--- config.mk ---
export PLATFORM = sky130hd
export DESIGN_NAME = sebp_port
export DESIGN_NICKNAME = d
export VERILOG_FILES = /design/src/verilog/sebp_pkg.sv /design/src/verilog/sebp_mem_if.sv /design/src/verilog/sebp_fifo_mem.sv /design/src/verilog/sebp_sync.sv /design/src/verilog/sebp_port.sv
export SDC_FILE = /design/constraint.sdc
export NUM_CORES = 1
export LEC_CHECK = 0
export BUFFER_PORTS_ARGS = -buffer_cell sky130_fd_sc_hd__clkbuf_2
export CORE_AREA = 2 2 149 151
export CTS_CLUSTER_SIZE = 40
export DETAILED_ROUTE_END_ITERATION = 10
export DIE_AREA = 0 0 151 153
export GPL_TIMING_DRIVEN = 0
export HOLD_SLACK_MARGIN = 0.08
export SETUP_SLACK_MARGIN = 0.02
export SLEW_MARGIN = 20
export SYNTH_ARGS = -nofsm -noshare
export SYNTH_HDL_FRONTEND = slang
export SYNTH_HIERARCHICAL = 1
export SYNTH_SLANG_ARGS = --single-unit
export TNS_END_PERCENT = 1
--- constraint.sdc ---
create_clock -name clk_sys_i -period 3.5 [get_ports clk_sys_i]
set_input_delay 0.175 -clock clk_sys_i [delete_from_list [all_inputs] [get_ports clk_sys_i]]
set_output_delay 0.175 -clock clk_sys_i [all_outputs]
set_load 0.01 [all_outputs]
--- src/verilog/sebp_pkg.sv ---
package sebp_pkg;
	localparam int unsigned SEBP_ADDR_W       = 2;
	localparam int unsigned SEBP_DATA_W       = 16;
	localparam int unsigned SEBP_WORD_W       = 8;
	localparam logic [1:0]  SEBP_CON1_ADDR    = 2'h0;
	localparam logic [1:0]  SEBP_CON2_ADDR    = 2'h1;
	localparam logic [1:0]  SEBP_STAT_ADDR    = 2'h2;
	localparam logic [1:0]  SEBP_BUF_ADDR     = 2'h3;
	// first control register
	localparam int unsigned SEBP_MSEL_BIT     = 5;
	localparam int unsigned SEBP_CKP_BIT      = 6;
	localparam int unsigned SEBP_SLAVE_SELECT_ENABLE_BIT     = 7;
	localparam int unsigned SEBP_CKE_BIT      = 8;
	localparam int unsigned SEBP_SMP_BIT      = 9;
	localparam logic [15:0] SEBP_CON1_MASK    = 16'h03E0;
	localparam logic [15:0] SEBP_CON1_RST     = 16'h0000;
	// second control register
	localparam int unsigned SEBP_BMODE_BIT    = 0;
	localparam logic        SEBP_BMODE_RST    = 1'b0;
	// status register
	localparam int unsigned SEBP_EN_BIT       = 15;
	localparam int unsigned SEBP_ROV_BIT      = 6;
	localparam int unsigned SEBP_TXF_BIT      = 1;
	localparam int unsigned SEBP_RXF_BIT      = 0;
	localparam logic        SEBP_EN_RST       = 1'b0;
	localparam logic        SEBP_ROV_RST      = 1'b0;
	// timing
	localparam int unsigned SEBP_CLK_NS       = 5;
	localparam int unsigned SEBP_SCK_HALF_NS  = 80;
	localparam int unsigned SEBP_SCK_HALF_CYC =
		(SEBP_SCK_HALF_NS + SEBP_CLK_NS - 1) / SEBP_CLK_NS;
	localparam int unsigned SEBP_FIFO_DEPTH   = 8;

	typedef enum logic {
		SEBP_IDLE,
		SEBP_XFER
	} sebp_state_t;
endpackage : sebp_pkg

--- src/verilog/sebp_mem_if.sv ---
interface sebp_mem_if #(
	parameter int AW = 3,
	parameter int DW = 8
);
	logic          wr_en;
	logic [AW-1:0] wr_addr;
	logic [DW-1:0] wr_data;
	logic [AW-1:0] rd_addr;
	logic [DW-1:0] rd_data;
	modport ctl (output wr_en, wr_addr, wr_data, rd_addr, input rd_data);
	modport mem (input wr_en, wr_addr, wr_data, rd_addr, output rd_data);
endinterface : sebp_mem_if

--- src/verilog/sebp_fifo_mem.sv ---
module sebp_fifo_mem
	import sebp_pkg::*;
#(
	parameter int DEPTH = 8,
	parameter int DW    = 8
) (
	input  wire logic clk_sys_i,
	sebp_mem_if.mem   port
);
	logic [DW-1:0] store_r [DEPTH];
	logic [DW-1:0] q_r;

	// write-through so a word written this cycle is readable next cycle
	always_ff @(posedge clk_sys_i) begin
		if (port.wr_en) begin
			store_r[port.wr_addr] <= port.wr_data;
		end
		if (port.wr_en && port.wr_addr == port.rd_addr) begin
			q_r <= port.wr_data;
		end else begin
			q_r <= store_r[port.rd_addr];
		end
	end

	assign port.rd_data = q_r;
endmodule : sebp_fifo_mem

--- src/verilog/sebp_sync.sv ---
module sebp_sync
	import sebp_pkg::*;
#(
	parameter int W = 1
) (
	input  wire logic         clk_sys_i,
	input  wire logic         rst_i,
	input  wire logic [W-1:0] d_i,
	output logic      [W-1:0] q_o
);
	logic [W-1:0] meta_r;

	always_ff @(posedge clk_sys_i or posedge rst_i) begin
		if (rst_i) begin
			meta_r <= '0;
			q_o    <= '0;
		end else begin
			meta_r <= d_i;
			q_o    <= meta_r;
		end
	end
endmodule : sebp_sync

--- src/verilog/sebp_port.sv ---
// Behaviour
// - overflow flag, status bit 6, is cleared by software writing it zero
// - buffer_mode_select, second control bit 0, switches to multi-entry buffering
// - serial side runs only while port_enable, status bit 15, is set
// - master starts shifting as soon as a word is written to the buffer
// - transmit_full, status bit 1, high while transmit storage full
// - standard mode: buffer write sets transmit_full
// - standard mode: move into shift register clears transmit_full
// - enhanced mode: full when last entry written, clear when any entry frees
// - receive_full, status bit 0, high while receive storage is full
// - standard mode: word moved into receive holding sets receive_full
// - standard mode: software buffer read clears receive_full
// - enhanced mode: receive_full set when last unread entry fills
// - enhanced mode: receive_full clears once any entry is free again
//
// Implementation choices: the address-and-strobe port and the placing of the registers.
module sebp_port
	import sebp_pkg::*;
#(
	parameter int DEPTH    = SEBP_FIFO_DEPTH,
	parameter int HALF_CYC = SEBP_SCK_HALF_CYC
) (
	input  wire logic                   clk_sys_i,
	input  wire logic                   rst_i,
	input  wire logic [SEBP_ADDR_W-1:0] addr_i,
	input  wire logic [SEBP_DATA_W-1:0] wr_data_i,
	input  wire logic                   wr_i,
	input  wire logic                   rd_i,
	output logic      [SEBP_DATA_W-1:0] rd_data_o,
	input  wire logic                   sck_i,
	output logic                        sck_o,
	output logic                        sck_oe_o,
	output logic                        sdo_o,
	input  wire logic                   sdi_i,
	input  wire logic                   slave_select_pin_n_i
);
	localparam int AW = $clog2(DEPTH);
	localparam int CW = AW + 1;

	typedef struct packed {
		sebp_state_t            st;
		logic [15:0]            con1;
		logic                   bmode;
		logic                   en;
		logic                   rov;
		logic [CW-1:0]          tx_cnt;
		logic [CW-1:0]          rx_cnt;
		logic [AW-1:0]          tx_wp;
		logic [AW-1:0]          tx_rp;
		logic [AW-1:0]          rx_wp;
		logic [AW-1:0]          rx_rp;
		logic [SEBP_WORD_W-1:0] txsh;
		logic [SEBP_WORD_W-1:0] rxsh;
		logic [3:0]             samp_cnt;
		logic [4:0]             edge_cnt;
		logic [7:0]             div;
		logic                   loaded;
		logic                   fresh;
		logic                   sck;
		logic                   sck_oe;
		logic                   sdo;
		logic                   sck_d;
		logic [15:0]            rd_data;
	} sebp_regs_t;

	sebp_regs_t             r;
	sebp_regs_t             n;
	logic [2:0]             pins_s;
	logic                   sck_s;
	logic                   sdi_s;
	logic                   ssn_s;
	logic                   tx_push;
	logic                   tx_pop;
	logic                   rx_push;
	logic                   rx_pop;
	logic                   ovf_set;
	logic                   lead;
	logic                   trail;
	logic                   smp_now;
	logic                   shf_now;
	logic                   tx_full;
	logic                   rx_full;
	logic [CW-1:0]          cap;
	logic [15:0]            stat_v;
	logic [SEBP_WORD_W-1:0] rx_word;
	logic                   msel;
	logic                   cke;
	logic                   ckp;
	logic                   slave_select_enable;

	sebp_mem_if #(.AW(AW), .DW(SEBP_WORD_W)) tx_mem ();
	sebp_mem_if #(.AW(AW), .DW(SEBP_WORD_W)) rx_mem ();

	sebp_sync #(.W(3)) u_sync (
		.clk_sys_i (clk_sys_i),
		.rst_i     (rst_i),
		.d_i       ({slave_select_pin_n_i, sdi_i, sck_i}),
		.q_o       (pins_s)
	);

	sebp_fifo_mem #(.DEPTH(DEPTH), .DW(SEBP_WORD_W)) u_tx_mem (
		.clk_sys_i (clk_sys_i),
		.port      (tx_mem.mem)
	);

	sebp_fifo_mem #(.DEPTH(DEPTH), .DW(SEBP_WORD_W)) u_rx_mem (
		.clk_sys_i (clk_sys_i),
		.port      (rx_mem.mem)
	);

	assign sck_s = pins_s[0];
	assign sdi_s = pins_s[1];
	assign ssn_s = pins_s[2];
	assign msel  = r.con1[SEBP_MSEL_BIT];
	assign cke   = r.con1[SEBP_CKE_BIT];
	assign ckp   = r.con1[SEBP_CKP_BIT];
	assign slave_select_enable  = r.con1[SEBP_SLAVE_SELECT_ENABLE_BIT];

	// single entry in standard mode, DEPTH entries in enhanced mode
	assign cap     = r.bmode ? CW'(DEPTH) : CW'(1);
	assign tx_full = r.tx_cnt >= cap;
	assign rx_full = r.rx_cnt >= cap;
	assign rx_word = {r.rxsh[SEBP_WORD_W-2:0], sdi_s};

	always_comb begin
		stat_v               = '0;
		stat_v[SEBP_EN_BIT]  = r.en;
		stat_v[SEBP_ROV_BIT] = r.rov;
		stat_v[SEBP_TXF_BIT] = tx_full;
		stat_v[SEBP_RXF_BIT] = rx_full;
	end

	always_comb begin
		n         = r;
		n.rd_data = '0;
		n.sck_d   = sck_s;
		tx_push   = 1'b0;
		tx_pop    = 1'b0;
		rx_push   = 1'b0;
		rx_pop    = 1'b0;
		ovf_set   = 1'b0;
		lead      = 1'b0;
		trail     = 1'b0;
		smp_now   = 1'b0;
		shf_now   = 1'b0;
		// register writes
		if (wr_i) begin
			if (addr_i == SEBP_CON1_ADDR) begin
				n.con1 = wr_data_i & SEBP_CON1_MASK;
			end else if (addr_i == SEBP_CON2_ADDR) begin
				n.bmode = wr_data_i[SEBP_BMODE_BIT];
			end else if (addr_i == SEBP_STAT_ADDR) begin
				n.en = wr_data_i[SEBP_EN_BIT];
				if (!wr_data_i[SEBP_ROV_BIT]) begin
					n.rov = 1'b0;
				end
			end else begin
				tx_push = r.en && !tx_full;
			end
		end
		// register reads
		if (rd_i) begin
			if (addr_i == SEBP_CON1_ADDR) begin
				n.rd_data = r.con1;
			end else if (addr_i == SEBP_CON2_ADDR) begin
				n.rd_data = {15'h0000, r.bmode};
			end else if (addr_i == SEBP_STAT_ADDR) begin
				n.rd_data = stat_v;
			end else begin
				n.rd_data = {8'h00, rx_mem.rd_data};
				rx_pop    = r.rx_cnt != '0;
			end
		end
		// serial engine
		if (msel) begin
			n.sck_oe = r.en;
			case (r.st)
				SEBP_IDLE: begin
					n.sck = ckp;
					if (r.en && r.tx_cnt != '0) begin
						tx_pop     = 1'b1;
						n.txsh     = tx_mem.rd_data;
						n.fresh    = 1'b1;
						n.st       = SEBP_XFER;
						n.div      = '0;
						n.edge_cnt = '0;
						n.samp_cnt = '0;
					end
				end
				SEBP_XFER: begin
					if (r.div == 8'(HALF_CYC - 1)) begin
						n.div      = '0;
						n.sck      = !r.sck;
						lead       = r.sck == ckp;
						trail      = r.sck != ckp;
						n.edge_cnt = r.edge_cnt + 5'h01;
						if (r.edge_cnt == 5'h0F) begin
							n.st = SEBP_IDLE;
						end
					end else begin
						n.div = r.div + 8'h01;
					end
				end
				default: begin
					n.st = SEBP_IDLE;
				end
			endcase
		end else begin
			n.sck_oe = 1'b0;
			n.sck    = ckp;
			n.st     = SEBP_IDLE;
			if (slave_select_enable && ssn_s) begin
				n.samp_cnt = '0;
			end else if (r.en && sck_s != r.sck_d) begin
				lead  = r.sck_d == ckp;
				trail = r.sck_d != ckp;
			end
			if (r.en && !r.loaded && r.samp_cnt == '0 && r.tx_cnt != '0 && !lead && !trail) begin
				tx_pop   = 1'b1;
				n.txsh   = tx_mem.rd_data;
				n.loaded = 1'b1;
				n.fresh  = 1'b1;
			end
		end
		// shared sample and shift on link edges
		if (lead || trail) begin
			smp_now = cke ? lead : trail;
			shf_now = cke ? (trail && r.samp_cnt != '0) : (lead && !r.fresh);
			if (lead) begin
				n.fresh = 1'b0;
			end
			if (shf_now) begin
				n.txsh = {r.txsh[SEBP_WORD_W-2:0], 1'b0};
			end
			if (smp_now) begin
				n.rxsh     = rx_word;
				n.samp_cnt = r.samp_cnt + 4'h1;
				if (r.samp_cnt == 4'h7) begin
					n.samp_cnt = '0;
					n.loaded   = 1'b0;
					if (rx_full) begin
						ovf_set = 1'b1;
					end else begin
						rx_push = 1'b1;
					end
				end
			end
		end
		if (ovf_set) begin
			n.rov = 1'b1;
		end
		n.sdo = n.txsh[SEBP_WORD_W-1];
		// ring pointers keep words in arrival order
		if (tx_push) begin
			n.tx_wp = r.tx_wp + AW'(1);
		end
		if (tx_pop) begin
			n.tx_rp = r.tx_rp + AW'(1);
		end
		if (rx_push) begin
			n.rx_wp = r.rx_wp + AW'(1);
		end
		if (rx_pop) begin
			n.rx_rp = r.rx_rp + AW'(1);
		end
		n.tx_cnt = r.tx_cnt + CW'(tx_push) - CW'(tx_pop);
		n.rx_cnt = r.rx_cnt + CW'(rx_push) - CW'(rx_pop);
		// disabled port holds the engine and buffers empty
		if (!r.en) begin
			n.st       = SEBP_IDLE;
			n.samp_cnt = '0;
			n.edge_cnt = '0;
			n.div      = '0;
			n.loaded   = 1'b0;
			n.tx_cnt   = '0;
			n.rx_cnt   = '0;
			n.tx_wp    = '0;
			n.tx_rp    = '0;
			n.rx_wp    = '0;
			n.rx_rp    = '0;
		end
	end

	assign tx_mem.wr_en   = tx_push;
	assign tx_mem.wr_addr = r.tx_wp;
	assign tx_mem.wr_data = wr_data_i[SEBP_WORD_W-1:0];
	assign tx_mem.rd_addr = n.tx_rp;
	assign rx_mem.wr_en   = rx_push;
	assign rx_mem.wr_addr = r.rx_wp;
	assign rx_mem.wr_data = rx_word;
	assign rx_mem.rd_addr = n.rx_rp;

	always_ff @(posedge clk_sys_i or posedge rst_i) begin
		if (rst_i) begin
			r       <= '0;
			r.con1  <= SEBP_CON1_RST;
			r.bmode <= SEBP_BMODE_RST;
			r.en    <= SEBP_EN_RST;
			r.rov   <= SEBP_ROV_RST;
		end else begin
			r <= n;
		end
	end

	assign rd_data_o = r.rd_data;
	assign sck_o     = r.sck;
	assign sck_oe_o  = r.sck_oe;
	assign sdo_o     = r.sdo;
endmodule : sebp_port

==> results of run 1 <==
[cells in the mapped netlist (all sizes together) (3+ instances only)]
library cell / count / area share, %
o21a: 5 / 0.40
and3: 6 / 0.40
xor2: 12 / 1.1
nor3b: 3 / 0.24
clkbuf: 12 / 0.47
nor3: 7 / 0.42
edfxtp: 128 / 41
and3b: 3 / 0.28
a21boi: 5 / 0.40
xnor2: 7 / 0.65
nor2b: 3 / 0.20
mux4: 32 / 8.8
ha: 23 / 3.0
nand3: 11 / 0.58
a21oi: 15 / 0.83
dfrtp: 83 / 22
inv: 28 / 1.1
nand4: 5 / 0.33
a21o: 3 / 0.24
nor2: 45 / 1.8
or3: 3 / 0.20
nand2: 51 / 2.0
buf: 28 / 2.5
mux2: 37 / 4.7
dfxtp: 6 / 1.3
o21ai: 14 / 0.78
mux2i: 8 / 0.84
and2: 11 / 0.73
nand2b: 8 / 0.53
[flip-flops by register name, indices dropped and copies added, names as in the netlist, named ones only]
name,cells
sck_o,1
cke,1
u_tx_mem/store_r,64
u_rx_mem/store_r,64
sck_oe_o,1
msel,1
r,54
tx_mem.wr_addr,3
u_sync/q_o,3
u_sync/meta_r,3
sdo_o,1
rx_mem.wr_addr,3
ckp,1
rd_data_o,11
[cells in the final DEF (no fill, tap or decap), types with 12 or more instances in the layout]
cell type | Yosys | final
clkbuf_1 | 12 | 14
dlygate4sd3_1 | 0 | 19
clkbuf_2 | 0 | 32
mux4_1 | 30 | 30
dfrtp_1 | 83 | 83
ha_1 | 23 | 23
clkbuf_16 | 0 | 25
mux2_2 | 23 | 23
a21oi_1 | 14 | 14
nor2_1 | 45 | 41
inv_1 | 28 | 27
nand2_1 | 51 | 50
edfxtp_1 | 128 | 128
buf_4 | 16 | 17
xor2_1 | 12 | 12
o21ai_0 | 13 | 13
[cell families (layout without fill, tap and decap cells)]
logic type | Yosys count | after routing | share of synthesized area, %
AO/OA/AOI/OAI | 54 | 54 | 4.35
XOR/XNOR | 19 | 19 | 1.75
adder cells (fa/ha/maj) | 25 | 25 | 3.46
buffers and inverters | 68 | 164 | 4.04
flip-flops | 217 | 217 | 63.7
multiplexers | 77 | 77 | 14.3
other | 1 | 5 | 0.0395
AND/OR/NAND/NOR | 163 | 163 | 8.36
[timing repair]
item                                   in CTS  in global routing
setup endpoints to repair                  74                 81
endpoints found under the hold margin     164                  0
cloned                                      0                  0
hold buffers                               19                  0
pin swaps                                   1                  0
resized for setup                           1                  8
buffers inserted                            0                  0
[final timing paths]
path / to / slack [ns] / startpoint / cells after the start
setup / recovery: u_rx_mem/store_r[6][7]$_DFFE_PP_ / 0.07 / r[22]$_DFFE_PP0P_ / 10
hold / removal: rd_data_o[0]$_DFF_PP0_ / 0.10 / addr_i[1] / 3
setup reg to reg: u_rx_mem/store_r[6][7]$_DFFE_PP_ / 0.07 / r[22]$_DFFE_PP0P_ / 10
hold reg to reg: u_sync/q_o[0]$_DFF_PP0_ / 0.36 / u_sync/meta_r[0]$_DFF_PP0_ / 0
max in group asynchronous: rd_data_o[3]$_DFF_PP0_ / 2.73 / rst_i / 4
min in group asynchronous: u_sync/meta_r[1]$_DFF_PP0_ / 0.17 / rst_i / 3
[routing by layer]
layer  vias up  global-route usage [%]  share of wire [%]  routed length (µm)
met2        76                    27.7                 50                9120
li1       2447                       -                  -                   -
met3        30                    2.90                3.5                 636
met1      2568                    21.6                 44                7890
met5         -                       0                  0                   0
met4         0                    4.94                2.4                 435
[metrics by stage]
step | setup TNS (ns) | utilization, % | instances | power (µW)
6_report | 0 | 51.6 | 1004 | 6710
5_1_grt | -4.04 | 51.6 | 1004 | 7050
4_1_cts | -0.346 | 51.5 | 1004 | 6800
3_5_place_dp | -0.517 | 46.9 | 942 | 4230
3_3_place_gp | -11.46 | 46.6 | 940 | 4180
2_1_floorplan | 0 | - | 628 | 3930
[power breakdown]
group	total (µW)	leakage [µW]	internal (µW)	switching (µW)
combinational	1080	0.00171	538	538
clock	2520	0.000396	1540	976
sequential	3120	0.00230	2950	166
total	6710	0.00440	5030	1680
[tightest hold or removal path: stages]
cell and delay (ns):
clkbuf_1 0.18, a21oi_1 0.17, nor2b_1 0.05
[area by class of cell]
cell class	count	share of cell area [%]
sequential	217	54.5
clock buffer	29	5.87
inverter	28	0.971
tap	280	3.16
clock inverter	15	1.38
buffer	39	2.47
multi-input combinational	343	28.2
timing repair buffer	53	3.48
==> impl_metrics.py, run 1 <==
metrics = {
    "power_and_ir_drop": {
        "power.density_nw_per_um2": 606,
        "leakage_uw": 0.00440,
        "max-vdd-ir-drop_mv": 0.408,
    },
    "die": {
        "initial_core_util_pct": 44.2,
        "rows": 54,
        "die_w_um": 151,
        "floorplan.die.height_um": 153,
        "core_area_um2": 21500,
        "num_io_pins": 44,
        "die_area_um2": 23100,
    },
    "timing": {
        "whs_ns": 0.101,
        "hold_violations": 0,
        "min_period_ns": 3.43,
        "layout_setup_ws_ns": 0.0676,
        "grt_setup_unrepaired": "true",
        "final.period_utilization_pct": 98.1,
        "drv_slew": 0,
        "relSlewSlack_pct": 34.8,
        "fmax_mhz": 291,
        "skew_ns": 0.0187,
        "final-setup-viol-count": 0,
        "tightest_slew_ns": 0.975,
    },
    "final_layout": {
        "nFillCells": 1803,
        "design_area_um2": 11100,
        "drive_gt1_share_pct": 20.7,
        "multi_input_area_um2": 3120,
        "area_growth_pct": 16.8,
        "nNetsFinal": 756,
        "n_antenna_cell": 0,
        "final-seq-area_um2": 6040,
    },
    "setup_path": {
        "crit_type": "flip-flop to flip-flop",
        "crit_family": "simple AND/OR/NAND/NOR gates",
        "start_kind": "flip-flop",
        "critPathCaptureType": "flip-flop",
        "cp_max_fo": 10,
        "cp.arrival_ns": 3.57,
        "cp_slowest_cell": "nor2_1",
        "cp_cell_sequence": "ha_1 > nor4b_2 > nand2_2 > o311ai_4 > o21a_1 > buf_2 > nand3_1 > inv_1 > nand2_1 > nor2_1",
        "crit_required_ns": 3.64,
        "max_stage_delay_ns": 0.70,
        "crit_buf_inv": 2,
    },
    "detailed_routing": {
        "ant_nets": 0,
        "viasPerCell": 5.10,
        "wl_um": 18100,
        "drtPass1Iterations": 4,
        "vias": 5121,
        "wire_per_inst_um": 18.0,
        "drc": 0,
        "drt_iter0_markers": 280,
    },
    "placed_design": {
        "dpl_cell_area_um2": 10100,
        "place_hpwl_um": 12000,
        "port_buffers": 32,
        "gp_congestion": 0.794,
        "pre_cts_ws_ns": -0.0651,
    },
    "grt": {
        "grt_max_degree": 56,
        "grt_pass1_wl_um": 29300,
        "antenna_found_initial": 0,
        "grt_pass1_vias": 5468,
        "grt_usage_pct": 16.4,
        "overflow": 0,
    },
    "job": {
        "maxCapViolations": 0,
    },
    "synth": {
        "synth-edff-count": 128,
        "netlist_area_um2": 9490,
        "synthArstFlopShare_pct": 38.2,
        "ys.flop_type": "edfxtp_1",
        "ys_types": 59,
        "ys_seq_area_share_pct": 63.7,
        "avgSynthCellArea_um2": 15.2,
        "ys_warn_count": 6,
        "syn_inst": 624,
        "ys_seq_elements": 217,
    },
    "cts": {
        "cts_sinks": 217,
        "clk_pin_slew_ns": 0.06,
        "cts_buffer_depth": 3,
        "clock_latency_ns": 0.52,
        "cts_tree": "yes",
        "htreeDepth": 1,
        "root_buffer": "clkbuf_16",
        "cts-buffers-inserted": 24,
    },
    "run_status": {
        "status": "finished clean",
    },
    "min_path": {
        "hold_class": "primary input to flip-flop",
    },
}
(Power assumes the default switching activity.)
==> run 2: changes to the inputs <==
--- a/config.mk
+++ b/config.mk
@@ -6,10 +6,12 @@
 export NUM_CORES = 1
 export LEC_CHECK = 0
 export BUFFER_PORTS_ARGS = -buffer_cell sky130_fd_sc_hd__clkbuf_2
-export CORE_AREA = 2 2 149 151
+export CORE_AREA = 2 2 158 160
+export CTS_BUF_LIST = sky130_fd_sc_hd__clkbuf_2 sky130_fd_sc_hd__clkbuf_4 sky130_fd_sc_hd__clkbuf_8
 export CTS_CLUSTER_SIZE = 40
 export DETAILED_ROUTE_END_ITERATION = 10
-export DIE_AREA = 0 0 151 153
+export DIE_AREA = 0 0 160 162
+export GPL_ROUTABILITY_DRIVEN = 0
 export GPL_TIMING_DRIVEN = 0
 export HOLD_SLACK_MARGIN = 0.08
 export SETUP_SLACK_MARGIN = 0.02
==> impl_metrics.py, run 2 (synthesis results as in run 1) <==
metrics = {
    "run_status": {
        "status": "finished clean",
    },
    "setup_path": {
        "critPathCaptureType": "flip-flop",
        "start_kind": "flip-flop",
        "cp_max_fo": 10,
        "r2r_cells": 13,
        "cp.arrival_ns": 3.74,
        "crit_required_ns": 3.92,
        "crit_type": "flip-flop to flip-flop",
    },
    "final_layout": {
        "multi_input_area_um2": 3150,
        "final-seq-area_um2": 6040,
        "layout_common_cells": "edfxtp_1, dfrtp_1, nand2_1",
        "design_area_um2": 11300,
        "nNetsFinal": 772,
        "n_antenna_cell": 0,
        "nFillCells": 2179,
        "reg_top3": "u_rx_mem/store_r (64), u_tx_mem/store_r (64), r (54)",
        "drive_gt1_share_pct": 24.0,
        "area_growth_pct": 18.8,
        "final_cells": 1074,
        "final_common_cell": "edfxtp_1",
    },
    "power_and_ir_drop": {
        "max-vdd-ir-drop_mv": 0.349,
        "power.density_nw_per_um2": 609,
        "finalPower_uw": 6860,
        "leakage_uw": 0.00446,
    },
    "die": {
        "die_w_um": 160,
        "num_io_pins": 44,
        "initial_core_util_pct": 39.4,
        "floorplan.die.height_um": 162,
        "rows": 57,
        "core_area_um2": 24100,
        "die_area_um2": 25900,
    },
    "grt": {
        "antenna_found_initial": 0,
        "grt_pass1_vias": 5812,
        "grt_pass1_wl_um": 30800,
        "grt_max_degree": 51,
        "grt_usage_pct": 15.3,
        "overflow": 0,
    },
    "timing": {
        "grt_setup_unrepaired": "true",
        "relSlewSlack_pct": 30.7,
        "tightest_slew_ns": 1.04,
        "tns_ns": 0,
        "fmax_mhz": 301,
        "final-setup-viol-count": 0,
        "min_period_ns": 3.32,
        "hold_violations": 0,
        "final.period_utilization_pct": 94.9,
        "skew_ns": 0.0342,
        "drv_slew": 0,
    },
    "cts": {
        "root_buffer": "clkbuf_8",
        "cts_sinks": 217,
        "clock_latency_ns": 0.55,
        "clk_pin_slew_ns": 0.05,
        "post_cts_buffers": 0,
        "htreeDepth": 2,
        "cts_buffer_depth": 3,
        "cts_tree": "yes",
        "cts-buffers-inserted": 38,
    },
    "detailed_routing": {
        "ant_nets": 0,
        "drtPass1Iterations": 4,
        "vias": 5319,
        "wl_um": 19200,
        "viasPerCell": 4.95,
        "drt_iter0_markers": 306,
        "drc": 0,
        "wire_per_inst_um": 17.9,
    },
    "placed_design": {
        "place_hpwl_um": 12400,
        "port_buffers": 32,
        "dpl_cell_area_um2": 10100,
        "placedCellCount": 985,
    },
    "job": {
        "maxCapViolations": 0,
    },
    "min_path": {
        "hold_class": "primary input to async pin",
    },
}
[run 2: changes by cell type in the layout (fill, tap and decap cells not counted), moves of 2 or more]
cell	change
clkinv_2	+2
bufinv_16	+3
nor2_2	+3
clkbuf_4	+6
nor3_4	+2
clkbuf_8	+40
clkinv_1	+2
dlygate4sd3_1	+2
clkbuf_16	-25
nor2_1	-3
nor3_2	-2
clkbuf_1	-3
[run 2: per-stage QoR]
step                util, %  hold WS (ns)  setup slack, ns
floorplan                 -       -0.0340            0.484
global placement       41.8        0.0963           -0.377
detailed placement     42.0         0.144           -0.104
CTS                    46.6         0.110           -0.120
global route           46.7         0.149          -0.0314
finish                 46.7         0.134            0.178
[run 2: final timing paths]
check / from / end / slack (ns)
max in group asynchronous: rst_i / rd_data_o[4]$_DFF_PP0_ / 2.72
setup / recovery: r[22]$_DFFE_PP0P_ / r[69]$_DFF_PP0_ / 0.18
hold reg to reg: u_sync/meta_r[0]$_DFF_PP0_ / u_sync/q_o[0]$_DFF_PP0_ / 0.35
hold / removal: rst_i / u_sync/q_o[2]$_DFF_PP0_ / 0.13
min in group clk_sys_i: sdi_i / u_sync/meta_r[1]$_DFF_PP0_ / 0.27
setup reg to reg: r[22]$_DFFE_PP0P_ / r[69]$_DFF_PP0_ / 0.18
[run 2: power breakdown]
group	switching [µW]	total [µW]	leakage (µW)	internal, µW
logic	540	1090	0.00171	545
registers	164	3120	0.00230	2950
clock network	1070	2660	0.000454	1590
total	1770	6860	0.00446	5090
[run 2: worst max-delay path, cell delays in order (launching register included)]
cell,delay [ns]
dfrtp_1,0.41
ha_2,0.26
nor4b_4,0.24
and2_2,0.25
a41o_2,0.29
o21a_1,0.16
clkbuf_4,0.23
nand3_1,0.17
ha_1,0.34
inv_1,0.04
ha_1,0.21
fa_1,0.39
xnor2_1,0.17
nor2_1,0.06
[run 2: repair_timing]
item | CTS | global route
hold endpoints to repair | 166 | 0
resized for setup | 6 | 14
pin swaps | 0 | 1
setup endpoints to repair | 108 | 100
hold buffers | 21 | 0
[run 2: final cells by class]
class,instances,share of cell area [%]
clock inverters,23,2.52
flip-flops and latches,217,53.6
well taps,324,3.60
multi-input cells,343,28.0
repair buffers,54,3.53
clock buffers,45,5.27
inverters,28,0.955
plain buffers,40,2.52
[run 2: routing by layer]
layer | global-route usage [%] | up-vias | wire length (µm)
met5 | 0 | - | 0
met4 | 5.77 | 0 | 466
met3 | 3.06 | 46 | 709
met2 | 25.9 | 104 | 9640
met1 | 19.5 | 2686 | 8350
li1 | - | 2483 | -
